[src/rtl/fes_pkg.sv]
package fes_pkg;

	localparam int unsigned  CLK_PERIOD_NS   = 100;
	localparam logic [7:0]   CMD_READ_ARRAY  = 8'hff;
	localparam logic [7:0]   CMD_READ_STATUS = 8'h70;
	localparam logic [7:0]   CMD_CLEAR_STAT  = 8'h50;
	localparam logic [7:0]   CMD_ERASE_SETUP = 8'h20;
	localparam logic [7:0]   CMD_CONFIRM     = 8'hd0;
	localparam logic [7:0]   CMD_SUSPEND     = 8'hb0;
	localparam logic [7:0]   CMD_WRITE_SETUP = 8'h40;

	localparam int unsigned  BIT_READY       = 7;
	localparam int unsigned  BIT_PAUSED      = 6;
	localparam int unsigned  BIT_ERASE_FAIL  = 5;
	localparam int unsigned  BIT_PROG_FAIL   = 4;
	localparam int unsigned  BIT_SUPPLY_MISS = 3;

	localparam logic [11:0]  REG_CTRL        = 12'h000;
	localparam logic [11:0]  REG_ADDR        = 12'h004;
	localparam logic [11:0]  REG_DATA        = 12'h008;
	localparam logic [11:0]  REG_STAT        = 12'h00c;
	localparam logic [11:0]  REG_RDATA       = 12'h010;

	localparam int unsigned  OP_BIT_GO       = 0;
	localparam logic [2:0]   OP_ARRAY_READ   = 3'd0;
	localparam logic [2:0]   OP_STATUS_READ  = 3'd1;
	localparam logic [2:0]   OP_CLEAR        = 3'd2;
	localparam logic [2:0]   OP_ERASE        = 3'd3;
	localparam logic [2:0]   OP_PROGRAM      = 3'd4;
	localparam logic [2:0]   OP_SUSPEND      = 3'd5;
	localparam logic [2:0]   OP_RESUME       = 3'd6;
	localparam logic [2:0]   OP_RESET        = 3'd7;

	localparam int unsigned  T_STROBE_NS     = 200;
	localparam int unsigned  T_STROBE_CYC    = (T_STROBE_NS + CLK_PERIOD_NS - 1) / CLK_PERIOD_NS;
	localparam int unsigned  T_RESET_NS      = 1000;
	localparam int unsigned  T_RESET_CYC     = (T_RESET_NS + CLK_PERIOD_NS - 1) / CLK_PERIOD_NS;

	typedef enum logic [2:0]
	{
		FES_IDLE  = 3'b000,
		FES_SETUP = 3'b001,
		FES_WLOW  = 3'b011,
		FES_WHIGH = 3'b010,
		FES_RLOW  = 3'b110,
		FES_DONE  = 3'b111,
		FES_RST   = 3'b101
	} fes_state_t;

	function automatic logic [2:0] fes_decode_err(input logic [7:0] s);
		fes_decode_err = {s[BIT_ERASE_FAIL], s[BIT_PROG_FAIL], s[BIT_SUPPLY_MISS]};
	endfunction : fes_decode_err

endpackage : fes_pkg

[src/rtl/fes_sync.sv]
`timescale 1ns/1ps
module fes_sync #(
	parameter int W = 8
) (
	input  wire logic          pclk,
	input  wire logic          presetn,
	input  wire logic [W-1:0]  d,
	output logic [W-1:0]       q
);
	logic [W-1:0] s1_q;

	always_ff @(posedge pclk or negedge presetn)
	begin
		if (!presetn)
		begin
			s1_q <= '0;
			q    <= '0;
		end
		else
		begin
			s1_q <= d;
			q    <= s1_q;
		end
	end
endmodule : fes_sync

[src/rtl/fes_ctrl.sv]
// Added by the designer: the address map and the APB register port.
`timescale 1ns/1ps
// Overview of operation
// - During an erase only suspend, status read, resume or reset is sent; other operations are refused.
// - While suspended only array read, resume, status read or reset are issued.
// - Error flags are taken from every status read, whether or not the ready flag reads one.
// - Reset/power-down is held low out of reset, chip select high.
// - Controller issues array read before array data after an operation.
// - Status check is optional but supply-missing still blocks.
// - Erase is setup 20h then confirm d0h at the block address.
module fes_ctrl #(
	parameter int AW = 20
) (
	input  wire logic          pclk,
	input  wire logic          presetn,
	input  wire logic          psel,
	input  wire logic          penable,
	input  wire logic          pwrite,
	input  wire logic [11:0]   paddr,
	input  wire logic [31:0]   pwdata,
	output logic [31:0]        prdata,
	output logic               pready,
	output logic               pslverr,
	output logic [AW-1:0]      flash_addr,
	output logic [15:0]        flash_dq_out,
	output logic               flash_dq_oe,
	input  wire logic [15:0]   flash_dq_in,
	output logic               flash_ce_n,
	output logic               flash_we_n,
	output logic               flash_oe_n,
	output logic               reset_powerdown_n
);
	import fes_pkg::*;

	fes_state_t   st_q;
	logic [2:0]   op_q;
	logic [AW-1:0] addr_q;
	logic [15:0]  data_q;
	logic [15:0]  rdata_q;
	logic [7:0]   stat_q;
	logic         second_q;
	logic         refused_q;
	logic         erasing_q;
	logic         pd_q;
	logic [3:0]   cnt_q;
	logic [15:0]  dq_s;
	logic         wr_acc;
	logic         go;
	logic         busy;
	logic [2:0]   new_op;
	logic         allowed;
	logic [7:0]   cmd1;

	fes_sync #(.W(16)) u_sync (
		.pclk    (pclk),
		.presetn (presetn),
		.d       (flash_dq_in),
		.q       (dq_s)
	);

	assign wr_acc = psel && penable && pwrite;
	assign pready = 1'b1;
	assign pslverr = 1'b0;
	assign busy = (st_q != FES_IDLE);
	assign new_op = pwdata[3:1];
	assign go = wr_acc && (paddr == REG_CTRL) && pwdata[OP_BIT_GO] && !busy;

	always_comb
	begin
		allowed = 1'b1;
		if (erasing_q && !stat_q[BIT_PAUSED] && new_op != OP_SUSPEND
			&& new_op != OP_STATUS_READ && new_op != OP_RESUME)
			allowed = 1'b0;
		// Suspended is taken as paused and ready both read back as one.
		if (erasing_q && stat_q[BIT_PAUSED] && stat_q[BIT_READY]
			&& !(new_op inside {OP_ARRAY_READ, OP_RESUME, OP_STATUS_READ}))
			allowed = 1'b0;
		if ((new_op == OP_ERASE || new_op == OP_PROGRAM) && stat_q[BIT_SUPPLY_MISS])
			allowed = 1'b0;
		if (new_op == OP_RESET)
			allowed = 1'b1;
	end

	always_comb
	begin
		unique case (op_q)
			OP_ARRAY_READ:  cmd1 = CMD_READ_ARRAY;
			OP_STATUS_READ: cmd1 = CMD_READ_STATUS;
			OP_CLEAR:       cmd1 = CMD_CLEAR_STAT;
			OP_ERASE:       cmd1 = CMD_ERASE_SETUP;
			OP_PROGRAM:     cmd1 = CMD_WRITE_SETUP;
			OP_SUSPEND:     cmd1 = CMD_SUSPEND;
			OP_RESUME:      cmd1 = CMD_CONFIRM;
			OP_RESET:       cmd1 = CMD_READ_ARRAY;
		endcase
	end

	always_ff @(posedge pclk or negedge presetn)
	begin
		if (!presetn)
		begin
			addr_q <= '0;
			data_q <= 16'h0000;
		end
		else if (wr_acc && paddr == REG_ADDR && !busy)
			addr_q <= pwdata[AW-1:0];
		else if (wr_acc && paddr == REG_DATA && !busy)
			data_q <= pwdata[15:0];
	end

	always_ff @(posedge pclk or negedge presetn)
	begin
		if (!presetn)
		begin
			st_q      <= FES_RST;
			op_q      <= OP_RESET;
			cnt_q     <= 4'h0;
			second_q  <= 1'b0;
			refused_q <= 1'b0;
			pd_q      <= 1'b0;
			rdata_q   <= 16'h0000;
		end
		else
		begin
			unique case (st_q)
				FES_IDLE:
				begin
					if (go && !allowed)
						refused_q <= 1'b1;
					else if (go)
					begin
						refused_q <= 1'b0;
						op_q      <= new_op;
						second_q  <= 1'b0;
						cnt_q     <= 4'h0;
						if (new_op == OP_RESET)
						begin
							pd_q <= 1'b0;
							st_q <= FES_RST;
						end
						else
							st_q <= FES_SETUP;
					end
					else if (wr_acc && paddr == REG_CTRL)
						pd_q <= pwdata[4];
				end
				FES_SETUP:
				begin
					cnt_q <= 4'h0;
					st_q  <= FES_WLOW;
				end
				FES_WLOW:
				begin
					if (cnt_q == 4'(T_STROBE_CYC - 1))
					begin
						cnt_q <= 4'h0;
						st_q  <= FES_WHIGH;
					end
					else
						cnt_q <= cnt_q + 4'h1;
				end
				FES_WHIGH:
				begin
					cnt_q <= 4'h0;
					if (!second_q && (op_q == OP_ERASE || op_q == OP_PROGRAM))
					begin
						second_q <= 1'b1;
						st_q     <= FES_SETUP;
					end
					else if (op_q == OP_CLEAR || op_q == OP_RESUME)
						st_q <= FES_DONE;
					else
						st_q <= FES_RLOW;
				end
				FES_RLOW:
				begin
					if (cnt_q == 4'(T_STROBE_CYC + 1))
					begin
						rdata_q <= dq_s;
						st_q    <= FES_DONE;
					end
					else
						cnt_q <= cnt_q + 4'h1;
				end
				FES_DONE:
					st_q <= FES_IDLE;
				FES_RST:
				begin
					if (cnt_q == 4'(T_RESET_CYC - 1))
					begin
						cnt_q <= 4'h0;
						st_q  <= FES_IDLE;
					end
					else
						cnt_q <= cnt_q + 4'h1;
				end
				default:
					st_q <= FES_IDLE;
			endcase
		end
	end

	always_ff @(posedge pclk or negedge presetn)
	begin
		if (!presetn)
		begin
			stat_q    <= 8'h80;
			erasing_q <= 1'b0;
		end
		else if (st_q == FES_RST)
		begin
			stat_q    <= 8'h80;
			erasing_q <= 1'b0;
		end
		else if (st_q == FES_DONE)
		begin
			if (op_q == OP_CLEAR)
				stat_q <= {stat_q[7:6], 3'b000, stat_q[2:0]};
			else if (op_q == OP_RESUME)
				stat_q[BIT_PAUSED] <= 1'b0;
			else if (op_q != OP_ARRAY_READ)
			begin
				stat_q <= {rdata_q[7:3], 3'b000} | {2'b00, stat_q[5:3], 3'b000};
				if (rdata_q[BIT_READY] && !rdata_q[BIT_PAUSED] && op_q != OP_SUSPEND)
					erasing_q <= 1'b0;
			end
			if (op_q == OP_ERASE)
				erasing_q <= 1'b1;
			if (op_q == OP_RESUME)
				erasing_q <= 1'b1;
		end
	end

	always_ff @(posedge pclk or negedge presetn)
	begin
		if (!presetn)
			prdata <= 32'h0000_0000;
		else if (psel && !penable && !pwrite)
		begin
			unique case (paddr)
				REG_CTRL:  prdata <= {27'h0, pd_q, op_q, busy};
				REG_ADDR:  prdata <= {{(32 - AW){1'b0}}, addr_q};
				REG_DATA:  prdata <= {16'h0000, data_q};
				REG_STAT:  prdata <= {19'h0, erasing_q, refused_q, fes_decode_err(stat_q),
					stat_q[7:3], 3'b000};
				REG_RDATA: prdata <= {16'h0000, rdata_q};
				default:   prdata <= 32'h0000_0000;
			endcase
		end
	end

	always_ff @(posedge pclk or negedge presetn)
	begin
		if (!presetn)
		begin
			flash_ce_n        <= 1'b1;
			flash_we_n        <= 1'b1;
			flash_oe_n        <= 1'b1;
			flash_dq_oe       <= 1'b0;
			flash_dq_out      <= 16'h0000;
			flash_addr        <= '0;
			reset_powerdown_n <= 1'b0;
		end
		else
		begin
			reset_powerdown_n <= (st_q != FES_RST) && !pd_q;
			flash_ce_n  <= !(st_q == FES_SETUP || st_q == FES_WLOW || st_q == FES_RLOW);
			flash_we_n  <= !(st_q == FES_WLOW);
			flash_oe_n  <= !(st_q == FES_RLOW);
			flash_dq_oe <= (st_q == FES_SETUP || st_q == FES_WLOW);
			flash_addr  <= addr_q;
			flash_dq_out <= second_q ? (op_q == OP_ERASE ? {8'h00, CMD_CONFIRM} : data_q)
				: {8'h00, cmd1};
		end
	end

	property p_rst_low;
		@(posedge pclk) disable iff (!presetn) (st_q == FES_RST) |=> !reset_powerdown_n;
	endproperty
	a_rst_low: assert property (p_rst_low) else $error("reset pin not low");

	property p_we_oe_excl;
		@(posedge pclk) disable iff (!presetn) !(!flash_we_n && !flash_oe_n);
	endproperty
	a_we_oe_excl: assert property (p_we_oe_excl) else $error("we and oe both low");

	property p_two_cycles;
		@(posedge pclk) disable iff (!presetn)
			(st_q == FES_WHIGH && !second_q && op_q == OP_ERASE) |=> (st_q == FES_SETUP);
	endproperty
	a_two_cycles: assert property (p_two_cycles) else $error("second cycle missing");

	property p_supply_block;
		@(posedge pclk) disable iff (!presetn)
			(go && stat_q[BIT_SUPPLY_MISS] && new_op == OP_ERASE) |=> refused_q && !busy;
	endproperty
	a_supply_block: assert property (p_supply_block) else $error("op not blocked");

	property p_flags_kept;
		@(posedge pclk) disable iff (!presetn)
			(stat_q[BIT_SUPPLY_MISS] && !(st_q == FES_DONE && op_q == OP_CLEAR)
				&& st_q != FES_RST) |=> stat_q[BIT_SUPPLY_MISS];
	endproperty
	a_flags_kept: assert property (p_flags_kept) else $error("flag lost");

	property p_erase_refuse;
		@(posedge pclk) disable iff (!presetn)
			(go && erasing_q && !stat_q[BIT_PAUSED] && new_op == OP_PROGRAM) |=> refused_q;
	endproperty
	a_erase_refuse: assert property (p_erase_refuse) else $error("cmd during erase");

	property p_confirm_code;
		@(posedge pclk) disable iff (!presetn)
			(!flash_we_n && second_q && op_q == OP_ERASE) |-> flash_dq_out[7:0] == CMD_CONFIRM;
	endproperty
	a_confirm_code: assert property (p_confirm_code) else $error("bad confirm");

	property p_strobe_len;
		@(posedge pclk) disable iff (!presetn)
			$fell(flash_we_n) |-> !flash_we_n [*2] ##1 flash_we_n;
	endproperty
	a_strobe_len: assert property (p_strobe_len) else $error("bad strobe width");

	c_erase:   cover property (@(posedge pclk) disable iff (!presetn) go && new_op == OP_ERASE);
	c_suspend: cover property (@(posedge pclk) disable iff (!presetn) go && new_op == OP_SUSPEND);
	c_refuse:  cover property (@(posedge pclk) disable iff (!presetn) $rose(refused_q));
endmodule : fes_ctrl

[config.mk]
export PLATFORM = sky130hd
export DESIGN_NAME = fes_ctrl
export DESIGN_NICKNAME = d
export VERILOG_FILES = /design/src/rtl/fes_pkg.sv /design/src/rtl/fes_sync.sv /design/src/rtl/fes_ctrl.sv
export SDC_FILE = /design/constraint.sdc
export NUM_CORES = 1
export LEC_CHECK = 0
export BUFFER_PORTS_ARGS = -buffer_cell sky130_fd_sc_hd__buf_2
export CORE_UTILIZATION = 49
export DETAILED_ROUTE_END_ITERATION = 8
export PLACE_DENSITY_LB_ADDON = 0.12
export SKIP_CTS_REPAIR_TIMING = 1
export SLEW_MARGIN = 25
export SYNTH_ARGS = -nofsm -noshare
export SYNTH_HDL_FRONTEND = slang
export SYNTH_SLANG_ARGS = --single-unit
[constraint.sdc]
create_clock -name pclk -period 1.9 [get_ports pclk]
set_input_delay 0 -clock pclk [delete_from_list [all_inputs] [get_ports pclk]]
set_output_delay 0 -clock pclk [all_outputs]
set_load 0.01 [all_outputs]
==> summary.md, run 1 <==
| Metric | Value |
|---|---|
| Run status | `complete, no violations` |
| Startpoint of the lowest-slack register-to-register path | `cnt_q[0]$_DFFE_PN0P_` |
| Share of flip-flops with an asynchronous set or reset | `100%` |
| Overall die area | `13800 µm²` |
| Overall die width | `118 µm` |
| Clock latency reported for the late side of the worst-skew pair | `0.43 ns` |
| Worst Clk Skew | `0.0107 ns` |
| Number of distinct library cell variants in the gate-level netlist after synthesis | `56` |
| Vias post-DR | `4825` |
| Maximum achievable frequency | `0.561 GHz` |
| Final routed wire length divided by cell count | `16.7 µm` |
| TritonCTS clock tree | `yes` |
| Sequential fraction of the synthesis area | `62.8%` |
| Antenna cells | `0` |
| Largest net degree at the start of global routing | `56` |
| Seq cells post-synth | `164` |
| Arrival time of data at the critical path endpoint | `2.12 ns` |
| Setup repair after global routing missed its margin | `no` |
| Ratio of cells with drive above 1 in the final layout | `26.4%` |
| CTS buffer count | `17` |
| Switching component of the power | `1.48 mW` |
| Worst-path maximum fanout | `5` |
| Clock edge transition at the registers on the reported setup and hold paths | `0.06 ns` |
| Combinational cell fraction of total power | `4.4%` |
| DRC errors left | `0` |
| Total routed wirelength | `15.2 mm` |
| Final number of setup-violating endpoints | `0` |
| Count of buffers from port buffering | `113` |
| Worst Hold Path EP | `st_q[2]$_DFFE_PN1P_` |
| Initial Util | `51.1%` |
| Switching part of the total power | `21.2%` |
| Post-synthesis cell count | `554` |
| Startpoint type of the worst setup path | `flop` |
| Commonest cells after routing, fill and taps aside | `sky130_fd_sc_hd__dfrtp_1 (155), sky130_fd_sc_hd__buf_2 (112), sky130_fd_sc_hd__nand2_1 (52), sky130_fd_sc_hd__a21oi_1 (44), sky130_fd_sc_hd__mux2_1 (42)` |
| Share of total power in the clock network | `44.9%` |
| Sequential share of power | `50.7%` |
| Class of the tightest hold or removal check | `primary input to flop` |
| Mean instance size in the synthesized netlist | `11.8 µm²` |
| Post-route core utilization | `65.1%` |
| Initial antenna violation count | `0` |
| Final cell area excluding filler cells | `8340 µm²` |
| Clock tree sinks | `164` |
| First DRT Iteration DRCs | `339` |
| Setup TNS | `0 ns` |
| Vias in the first global route | `4584` |
| Number of warning messages in the yosys log | `0` |
| Synth Cell Area | `6560 µm²` |
| Reg-to-reg endpoint | `cnt_q[3]$_DFFE_PN0P_` |
| Post-synth EDFFs | `0` |
| DRT Pass-1 Iters | `5` |
| Number of placed I/O pins | `140` |
| Transition time at the pin with the least slew margin | `0.515 ns` |
| Number of max-slew violations in the final report | `0` |
| Post-detail-place hpwl | `10.6 mm` |
| Leakage power of the design | `4.05 nW` |
| Start point of the worst min-delay path | `pwrite` |
| Data required time of the critical path | `2.24 ns` |
| Remaining antenna violation count after routing | `0` |
| Post-synth top flop | `sky130_fd_sc_hd__dfrtp_1` |
| Buffer levels on the longest clock path | `2` |
| Area delta synth->final | `27.3%` |
| MaxCap Viol Count | `0` |
| Total core area | `12800 µm²` |
| Total overflow reported by the global router | `0` |
| Net total in the final layout | `791` |
| Maximum VDD drop | `635 µV` |
| Internal portion of total power | `5.51 mW` |
| Setup CP Type | `flop to flop` |
| Root buffer selected by CTS | `sky130_fd_sc_hd__clkbuf_16` |
| Count of cells along the worst hold path | `5` |
| Die span in y | `118 µm` |
| Instance area at placement | `7430 µm²` |
| Global-route wire length before repair | `24.0 mm` |
| Post-route fraction of the period consumed by the critical path | `93.8%` |
| Power per standard cell area | `838 nW/µm²` |
| Setup slack on the worst flop-to-flop path | `0.12 ns` |
| Slew margin rel. | `65.7%` |
| Number of cells on the worst reg-to-reg path | `7` |
| Hold violation count in the final report | `0` |
| Worst setup EP type | `flop` |
| Row Count | `41` |
| Final GP Congestion | `0.840` |
| Global-route usage over all layers | `23.1%` |
| Level count of the clock H-tree | `4` |
| Vias per cell | `5.33` |
| Final period demand of the worst path | `1.78 ns` |
| Most common cell after layout, fill and taps aside | `sky130_fd_sc_hd__dfrtp_1` |
[worst max-delay path, cell delays in order, from the launching register on]
cell and delay (ns):
sky130_fd_sc_hd__dfrtp_1 0.42, sky130_fd_sc_hd__ha_1 0.21, sky130_fd_sc_hd__inv_1 0.09, sky130_fd_sc_hd__nor3_1 0.07, sky130_fd_sc_hd__o32a_1 0.28, sky130_fd_sc_hd__and2_1 0.20
sky130_fd_sc_hd__or3_1 0.35, sky130_fd_sc_hd__o211ai_1 0.08
[cells in the mapped netlist (4+ instances only)]
master	instances	area (µm²)
sky130_fd_sc_hd__inv_1	14	52.6
sky130_fd_sc_hd__o21ai_0	10	50.1
sky130_fd_sc_hd__buf_4	15	113
sky130_fd_sc_hd__dfstp_2	9	236
sky130_fd_sc_hd__a21oi_1	44	220
sky130_fd_sc_hd__nor4_1	5	31.3
sky130_fd_sc_hd__mux2_2	6	67.6
sky130_fd_sc_hd__clkbuf_1	19	71.3
sky130_fd_sc_hd__nor3_1	6	30.0
sky130_fd_sc_hd__or3_1	4	25.0
sky130_fd_sc_hd__buf_2	7	35.0
sky130_fd_sc_hd__nand2b_1	16	100
sky130_fd_sc_hd__o21ai_1	30	150
sky130_fd_sc_hd__nand2_1	52	195
sky130_fd_sc_hd__and3_1	9	56.3
sky130_fd_sc_hd__nor2b_1	6	37.5
sky130_fd_sc_hd__mux2i_1	9	90.1
sky130_fd_sc_hd__a221oi_1	5	43.8
sky130_fd_sc_hd__nor2_1	36	135
sky130_fd_sc_hd__mux2_1	42	473
sky130_fd_sc_hd__dfrtp_1	155	3880
[per-layer routing]
| layer | part of all wire (%) | GRT usage, % | vias to the layer above |
|---|---|---|---|
| li1 | - | - | 2247 |
| met1 | 44 | 30.2 | 2364 |
| met2 | 48 | 36.0 | 179 |
| met3 | 5.2 | 5.62 | 35 |
| met4 | 3.1 | 11.6 | 0 |
| met5 | 0 | 0 | - |
[cell families (layout without fill, tap and decap cells)]
| logic type | count (synthesis) | count (layout) | share of synthesized area [%] |
|---|---|---|---|
| AO/OA/AOI/OAI | 117 | 117 | 10.6 |
| adder cells (fa/ha/maj) | 2 | 2 | 0.382 |
| buffers and inverters | 55 | 223 | 4.14 |
| flip-flops | 164 | 164 | 62.8 |
| multiplexers | 57 | 57 | 9.62 |
| other | 2 | 14 | 0.115 |
| AND/OR/NAND/NOR | 157 | 157 | 12.4 |
[metrics by stage]
stage	cells	worst slack, ns	power, mW	hold slack (ns)
finish	906	0.118	6.99	0.0545
floorplan	566	0.0749	3.70	-0.296
detailed placement	840	0.0801	3.86	0.000343
global route	906	0.00713	7.25	0.0835
global placement	840	0.122	3.86	-0.00969
CTS	869	0.120	7.03	-0.471
[flip-flops by register name, indices dropped and copies added (netlist names), 5 cells and up]
name          cells
stat_q            5
rdata_q          16
u_sync.q         16
flash_addr       20
data_q           16
addr_q           20
prdata           20
u_sync.s1_q      16
flash_dq_out     16
[area by class of cell]
cell class / count / area (µm²)
clock buffer: 21 / 460
clock inverter: 8 / 80.1
fill: 1037 / 4480
inverter: 14 / 52.6
multi-input combinational: 347 / 2210
sequential: 164 / 4120
tap: 172 / 215
timing repair buffer: 180 / 1200
[power by group through the flow]
stage	Sequential [mW]	Clock [mW]	Combinational [mW]
floorplan	3.60	0	0.101
global placement	3.60	0	0.251
detailed placement	3.61	0	0.254
CTS	3.54	3.23	0.256
global route	3.54	3.36	0.347
finish	3.54	3.14	0.310
[worst max path at each step]
stage / startpoint / to / slack, ns / depth (start not counted)
after CTS: cnt_q[0]$_DFFE_PN0P_ / cnt_q[3]$_DFFE_PN0P_ / 0.12 / 7
after global routing: cnt_q[0]$_DFFE_PN0P_ / cnt_q[3]$_DFFE_PN0P_ / 0.007 / 7
after floorplan: st_q[2]$_DFFE_PN1P_ / rdata_q[10]$_DFFE_PN0P_ / 0.07 / 5
after detailed placement: paddr[5] / data_q[14]$_DFFE_PN0P_ / 0.08 / 6
after global placement: paddr[1] / addr_q[10]$_DFFE_PN0P_ / 0.12 / 7
final: cnt_q[0]$_DFFE_PN0P_ / cnt_q[3]$_DFFE_PN0P_ / 0.12 / 7
No activity file was read; power rests on OpenSTA's default activity.
==> inputs of run 2 (changes only) <==
--- a/config.mk
+++ b/config.mk
@@ -13,4 +13,5 @@
 export SLEW_MARGIN = 25
 export SYNTH_ARGS = -nofsm -noshare
 export SYNTH_HDL_FRONTEND = slang
+export SYNTH_HIERARCHICAL = 1
 export SYNTH_SLANG_ARGS = --single-unit
==> run 2 against run 1 <==
- non-clock buffer count up 20
- clock power rose by 12%
- sequential power increased by 14%
- critical path type unchanged
- largest cell class unchanged
==> summary.md, run 2 <==
| Metric | Value |
|---|---|
| Run status | `complete, no violations` |
| Sequential fraction of the synthesis area | `62.7%` |
| Combinational cell fraction of total power | `15.9%` |
| CP Cell Sequence | `nor3b_2 -> a211oi_2 -> or4b_4 -> o21ai_4 -> mux2_4` |
| Number of placed I/O pins | `140` |
| Hold_ws | `0.0202 ns` |
| Reg-to-reg endpoint | `cnt_q[1]$_DFFE_PN0P_` |
| Final number of setup-violating endpoints | `0` |
| Commonest cells after routing, fill and taps aside | `sky130_fd_sc_hd__dfrtp_1 (155), sky130_fd_sc_hd__buf_2 (112), sky130_fd_sc_hd__mux2_2 (53), sky130_fd_sc_hd__nand2_1 (49), sky130_fd_sc_hd__buf_4 (48)` |
| Final period demand of the worst path | `1.86 ns` |
| Cells taking the most area after synthesis | `sky130_fd_sc_hd__dfrtp_1 (59%), sky130_fd_sc_hd__mux2_2 (9.1%), sky130_fd_sc_hd__dfstp_2 (3.6%)` |
| DRC errors left | `0` |
| Post-route core utilization | `67.5%` |
| Worst-path maximum fanout | `3` |
| Total power draw | `9.00 mW` |
| Power per standard cell area | `1040 nW/µm²` |
| Initial antenna violation count | `0` |
| Top cells by instance count after synthesis | `sky130_fd_sc_hd__dfrtp_1 (155), sky130_fd_sc_hd__mux2_2 (53), sky130_fd_sc_hd__nand2_1 (49), sky130_fd_sc_hd__o21ai_0 (33), sky130_fd_sc_hd__nor2_1 (25)` |
| Count of cells along the worst hold path | `3` |
| Clock latency reported for the late side of the worst-skew pair | `0.43 ns` |
| Sequential cell area in the final layout | `4120 µm²` |
| Largest net degree at the start of global routing | `69` |
| Setup repair after global routing missed its margin | `yes` |
| Root buffer selected by CTS | `sky130_fd_sc_hd__clkbuf_16` |
| Data required time of the critical path | `2.21 ns` |
| Number of filler cells placed in the layout | `1002` |
| Leakage power of the design | `4.26 nW` |
| Start point of the worst min-delay path | `pwdata[3]` |
| Level count of the clock H-tree | `4` |
| Vias post-DR | `4801` |
| Number of max-slew violations in the final report | `0` |
| Post-synth top flop | `sky130_fd_sc_hd__dfrtp_1` |
| Slowest stage cell on the critical path | `sky130_fd_sc_hd__or4b_4` |
| Number of cells in the finished layout apart from fillers | `904` |
| Setup CP Type | `flop to flop` |
| CP bufs+invs | `0` |
| DRT Pass-1 Iters | `5` |
| Area share of the largest cell type after synthesis | `59.1%` |
| Net total in the final layout | `786` |
| Number of placed cells counting well taps | `837` |
| Overall die width | `118 µm` |
| Most common cell after layout, fill and taps aside | `sky130_fd_sc_hd__dfrtp_1` |
| Vias in the first global route | `4607` |
| Total routed wirelength | `15.7 mm` |
| Startpoint type of the worst setup path | `flop` |
| Largest registers ranked by flip-flop count | `addr_q (20), flash_addr (20), prdata (20)` |
| TritonCTS clock tree | `yes` |
| Setup TNS | `0 ns` |
| Share of total power in the clock network | `39.1%` |
| Post-detail-place hpwl | `10.9 mm` |
| Antenna cells | `0` |
| Post-synthesis cell count | `532` |
| Buffer levels on the longest clock path | `2` |
| Share of flip-flops with an asynchronous set or reset | `100%` |
| Largest area contributor in the synthesized netlist | `sky130_fd_sc_hd__dfrtp_1` |
| Count of buffers from port buffering | `113` |
| Post-route fraction of the period consumed by the critical path | `98.1%` |
| MaxCap Viol Count | `0` |
| Number of cells on the worst reg-to-reg path | `5` |
| Transition time at the pin with the least slew margin | `0.657 ns` |
| Worst Clk Skew | `0.00653 ns` |
| Clock edge transition at the registers on the reported setup and hold paths | `0.06 ns` |
| Worst slack, placed | `-0.311 ns` |
| Final GP Congestion | `0.875` |
| Die span in y | `118 µm` |
| Row Count | `41` |
| Vias per cell | `5.31` |
| Category of cells accounting for the largest share of critical-path delay | `simple AND/OR/NAND/NOR gates` |
| Post-layout worst setup margin | `0.0355 ns` |
| Startpoint of the lowest-slack register-to-register path | `stat_q[6]$_DFFE_PN0P_` |
| Multi-input combinational cell area | `2310 µm²` |
| Global-route usage over all layers | `23.3%` |
| CTS buffer count | `17` |
| Area delta synth->final | `31.8%` |
| Internal portion of total power | `6.66 mW` |
| Worst setup EP type | `flop` |
| Mean instance size in the synthesized netlist | `12.3 µm²` |
| Hold violation count in the final report | `0` |
| Switching part of the total power | `26.0%` |
| Initial Util | `51.2%` |
| Final routed wire length divided by cell count | `17.4 µm` |
| Arrival time of data at the critical path endpoint | `2.18 ns` |
| Slowest Stage Delay on Critical Path | `0.56 ns` |
| Class of the tightest hold or removal check | `primary input to flop` |
| Synth Cell Area | `6570 µm²` |
| Remaining antenna violation count after routing | `0` |
| Number of warning messages in the yosys log | `6` |
| Final cell area excluding filler cells | `8650 µm²` |
| First DRT Iteration DRCs | `297` |
| Maximum achievable frequency | `0.536 GHz` |
| Worst Hold Path EP | `data_q[3]$_DFFE_PN0P_` |
| Overall die area | `13900 µm²` |
| Instance area at placement | `7630 µm²` |
| Count leader, synth | `sky130_fd_sc_hd__dfrtp_1` |
| Global-route wire length before repair | `24.6 mm` |
| Sequential share of power | `45.0%` |
| Ratio of cells with drive above 1 in the final layout | `38.8%` |
| Slew margin rel. | `56.2%` |
| Maximum VDD drop | `639 µV` |
| Switching component of the power | `2.34 mW` |
| Total core area | `12800 µm²` |
| Total overflow reported by the global router | `0` |
| Post-synth EDFFs | `0` |
| Seq cells post-synth | `164` |
| Setup slack on the worst flop-to-flop path | `0.04 ns` |
| Clock tree sinks | `164` |
| Number of distinct library cell variants in the gate-level netlist after synthesis | `63` |
run 2: how the worst max path moves through the flow:
| stage | from | to | slack, ns | depth (start not counted) |
|---|---|---|---|---|
| floorplan | paddr[7] | cnt_q[0]$_DFFE_PN0P_ | -0.16 | 7 |
| global placement | paddr[7] | cnt_q[1]$_DFFE_PN0P_ | -0.27 | 6 |
| detailed placement | paddr[7] | cnt_q[1]$_DFFE_PN0P_ | -0.31 | 6 |
| CTS | stat_q[6]$_DFFE_PN0P_ | cnt_q[1]$_DFFE_PN0P_ | -0.05 | 5 |
| global route | stat_q[6]$_DFFE_PN0P_ | cnt_q[0]$_DFFE_PN0P_ | -0.04 | 5 |
| finish | stat_q[6]$_DFFE_PN0P_ | cnt_q[1]$_DFFE_PN0P_ | 0.04 | 5 |
run 2: final cells by class:
| cell class | instances | area share (%) |
|---|---|---|
| clock buffers | 22 | 5.37 |
| clock inverters | 10 | 1.69 |
| inverters | 11 | 0.477 |
| multi-input cells | 325 | 26.7 |
| flip-flops and latches | 164 | 47.6 |
| well taps | 172 | 2.49 |
| repair buffers | 200 | 15.7 |
run 2: per-layer routing:
metal	wire length, µm	share of wire, %	global-route usage [%]	up-vias
met1	7120	45	31.3	2403
met4	430	2.7	10.9	0
li1	-	-	-	2238
met3	704	4.5	5.47	31
met2	7460	47	35.8	129
met5	0	0	0	-
run 2: cell families after synthesis:
family | Yosys count | share of synthesized area [%]
adder cells (fa/ha/maj) | 2 | 0.381
AND/OR/NAND/NOR | 136 | 10.9
flip-flops | 164 | 62.7
other | 2 | 0.114
AO/OA/AOI/OAI | 116 | 12.0
buffers and inverters | 55 | 4.23
multiplexers | 55 | 9.43
XOR/XNOR | 2 | 0.267
run 2: worst reg2reg max path, delay by kind of cell, from the launching register on:
family / cells / cell delay [ns]
and+or+nand+nor: 2 / 0.76
DFF: 1 / 0.39
muxes: 1 / 0.31
AOI/OAI and AO/OA: 2 / 0.29
run 2: power groups by stage:
stage / Clock [mW] / Combinational, mW / Sequential [mW]
finish: 3.52 / 1.43 / 4.05
global route: 3.72 / 1.56 / 4.08
CTS: 3.58 / 1.27 / 4.04
detailed placement: 0 / 1.26 / 4.11
global placement: 0 / 1.23 / 4.09
floorplan: 0 / 0.769 / 4.03
==> inputs of run 3 (changes only) <==
--- a/config.mk
+++ b/config.mk
@@ -6,9 +6,10 @@
 export NUM_CORES = 1
 export LEC_CHECK = 0
 export BUFFER_PORTS_ARGS = -buffer_cell sky130_fd_sc_hd__buf_2
+export CORE_MARGIN = 3
 export CORE_UTILIZATION = 49
 export DETAILED_ROUTE_END_ITERATION = 8
-export PLACE_DENSITY_LB_ADDON = 0.12
+export PLACE_DENSITY = 0.76
 export SKIP_CTS_REPAIR_TIMING = 1
 export SLEW_MARGIN = 25
 export SYNTH_ARGS = -nofsm -noshare
==> run 3 against run 2 <==
- the flow now finishes with violations (setup timing)
- combinational power about the same
- worst setup slack worse by 0.040 ns
- cell count decreased by 0.44%
- sequential cell count unchanged
- non-clock buffer count is 4 lower
- sequential power about the same
- first-iteration DRC count is 12% higher
- clock skew increased by 0.0015 ns
- sequential share of layout area up 0.49 points
- cell area down 1.0%
- highest routed layer unchanged
==> summary.md, run 3 (synthesis gave the netlist of run 2 again) <==
| Metric | Value |
|---|---|
| Setup slack on the worst flop-to-flop path | `-0.004 ns` |
| TritonCTS clock tree | `yes` |
| Die span in y | `122 µm` |
| Worst setup EP type | `flop` |
| Transition time at the pin with the least slew margin | `0.748 ns` |
| Run status | `finished with violations` |
| Total routed wirelength | `15.9 mm` |
| Count of buffers from port buffering | `113` |
| Level count of the clock H-tree | `4` |
| Class of the tightest hold or removal check | `primary input to flop` |
| Number of max-slew violations in the final report | `0` |
| Hold violation count in the final report | `0` |
| DRC errors left | `0` |
| Buffer levels on the longest clock path | `2` |
| Final GP Congestion | `0.898` |
| Setup repair after global routing missed its margin | `yes` |
| Post-detail-place hpwl | `11.1 mm` |
| CTS buffer count | `17` |
| Row Count | `41` |
| Violations in the final reports | `setup timing` |
| Initial Util | `51.0%` |
| Startpoint of the lowest-slack register-to-register path | `stat_q[6]$_DFFE_PN0P_` |
| Count of cells along the worst hold path | `3` |
| Global-route wire length before repair | `24.7 mm` |
| Number of placed I/O pins | `140` |
| Clock edge transition at the registers on the reported setup and hold paths | `0.06 ns` |
| Clock tree sinks | `164` |
| Most common cell after layout, fill and taps aside | `sky130_fd_sc_hd__dfrtp_1` |
| Reg-to-reg endpoint | `cnt_q[1]$_DFFE_PN0P_` |
| Number of cells on the worst reg-to-reg path | `5` |
| Start point of the worst min-delay path | `pwdata[1]` |
| Worst-path maximum fanout | `4` |
| Arrival time of data at the critical path endpoint | `2.21 ns` |
| First DRT Iteration DRCs | `332` |
| Startpoint type of the worst setup path | `flop` |
| DRT Pass-1 Iters | `7` |
| Vias per cell | `5.38` |
| Worst Clk Skew | `0.00804 ns` |
| Antenna cells | `0` |
| Setup TNS | `-0.00397 ns` |
| Maximum achievable frequency | `0.525 GHz` |
| Power per standard cell area | `1030 nW/µm²` |
| Global-route usage over all layers | `21.9%` |
| Maximum VDD drop | `562 µV` |
| Overall die width | `122 µm` |
| Clock latency reported for the late side of the worst-skew pair | `0.43 ns` |
| Area delta synth->final | `30.5%` |
| Overall die area | `14800 µm²` |
| Remaining antenna violation count after routing | `0` |
| Setup CP Type | `flop to flop` |
| Post-route fraction of the period consumed by the critical path | `100%` |
| Largest net degree at the start of global routing | `57` |
| Final period demand of the worst path | `1.90 ns` |
| Largest registers ranked by flip-flop count | `addr_q (20), flash_addr (20), prdata (20)` |
| Initial antenna violation count | `0` |
| Data required time of the critical path | `2.21 ns` |
| Total overflow reported by the global router | `0` |
| Ratio of cells with drive above 1 in the final layout | `38.7%` |
| Final number of setup-violating endpoints | `1` |
| Total core area | `12900 µm²` |
| Vias in the first global route | `4979` |
| Post-layout worst setup margin | `-0.00397 ns` |
| Leakage power of the design | `4.22 nW` |
| Final routed wire length divided by cell count | `17.7 µm` |
| Slew margin rel. | `49.8%` |
| MaxCap Viol Count | `0` |
| Worst Hold Path EP | `op_q[0]$_DFFE_PN1P_` |
| Post-route core utilization | `66.5%` |
| Vias post-DR | `4842` |
| Commonest cells after routing, fill and taps aside | `sky130_fd_sc_hd__dfrtp_1 (155), sky130_fd_sc_hd__buf_2 (112), sky130_fd_sc_hd__mux2_2 (53), sky130_fd_sc_hd__nand2_1 (49), sky130_fd_sc_hd__buf_4 (47)` |
| Root buffer selected by CTS | `sky130_fd_sc_hd__clkbuf_16` |
| Net total in the final layout | `782` |
run 3: cell type report:
type,count,area [µm²]
Timing Repair Buffer,196,1310
Clock buffer,18,439
Multi-Input combinational cell,325,2310
Clock inverter,14,140
Sequential cell,164,4120
Tap cell,172,215
Fill cell,973,4310
Inverter,11,41.3
run 3: worst max-delay path by stage:
stage,to,startpoint,cells after the start
2_1_floorplan,cnt_q[0]$_DFFE_PN0P_,paddr[7],7
3_5_place_dp,cnt_q[1]$_DFFE_PN0P_,paddr[7],6
3_3_place_gp,cnt_q[1]$_DFFE_PN0P_,paddr[7],6
5_1_grt,cnt_q[1]$_DFFE_PN0P_,stat_q[6]$_DFFE_PN0P_,5
4_1_cts,cnt_q[1]$_DFFE_PN0P_,stat_q[6]$_DFFE_PN0P_,5
6_report,cnt_q[1]$_DFFE_PN0P_,stat_q[6]$_DFFE_PN0P_,5
run 3: metrics by stage:
step / power, mW / cells / cell area (µm²) / setup slack, ns / hold WS [ns]
floorplan: 4.80 / 544 / 6630 / -0.160 / -0.296
detailed placement: 5.37 / 834 / 7580 / -0.377 / -0.00183
global placement: 5.29 / 834 / 7580 / -0.303 / -0.00681
finish: 8.86 / 900 / 8560 / -0.00397 / 0.0368
global route: 9.25 / 900 / 8560 / -0.0559 / 0.0224
CTS: 8.73 / 866 / 8160 / -0.160 / -0.459
run 3: worst max-delay path: stages, from the launching register on:
cell,delay (ns)
sky130_fd_sc_hd__dfrtp_1,0.40
sky130_fd_sc_hd__nor3b_2,0.18
sky130_fd_sc_hd__a211oi_2,0.07
sky130_fd_sc_hd__or4b_4,0.59
sky130_fd_sc_hd__o21ai_4,0.22
sky130_fd_sc_hd__mux2_4,0.32
run 3: power by group:
part	total (mW)	switching (mW)	internal, mW	leakage, nW
registers	4.06	0.237	3.82	2.14
logic	1.46	0.767	0.695	1.80
clock network	3.34	1.47	1.88	0.279
total	8.86	2.47	6.39	4.22
run 3: metal layers:
| layer | vias up | GRT usage [%] | part of all wire, % |
|---|---|---|---|
| met2 | 183 | 35.8 | 50 |
| met4 | 0 | 11.9 | 3.5 |
| met5 | - | 0 | 0 |
| li1 | 2229 | - | - |
| met1 | 2393 | 26.6 | 41 |
| met3 | 37 | 5.99 | 5.9 |
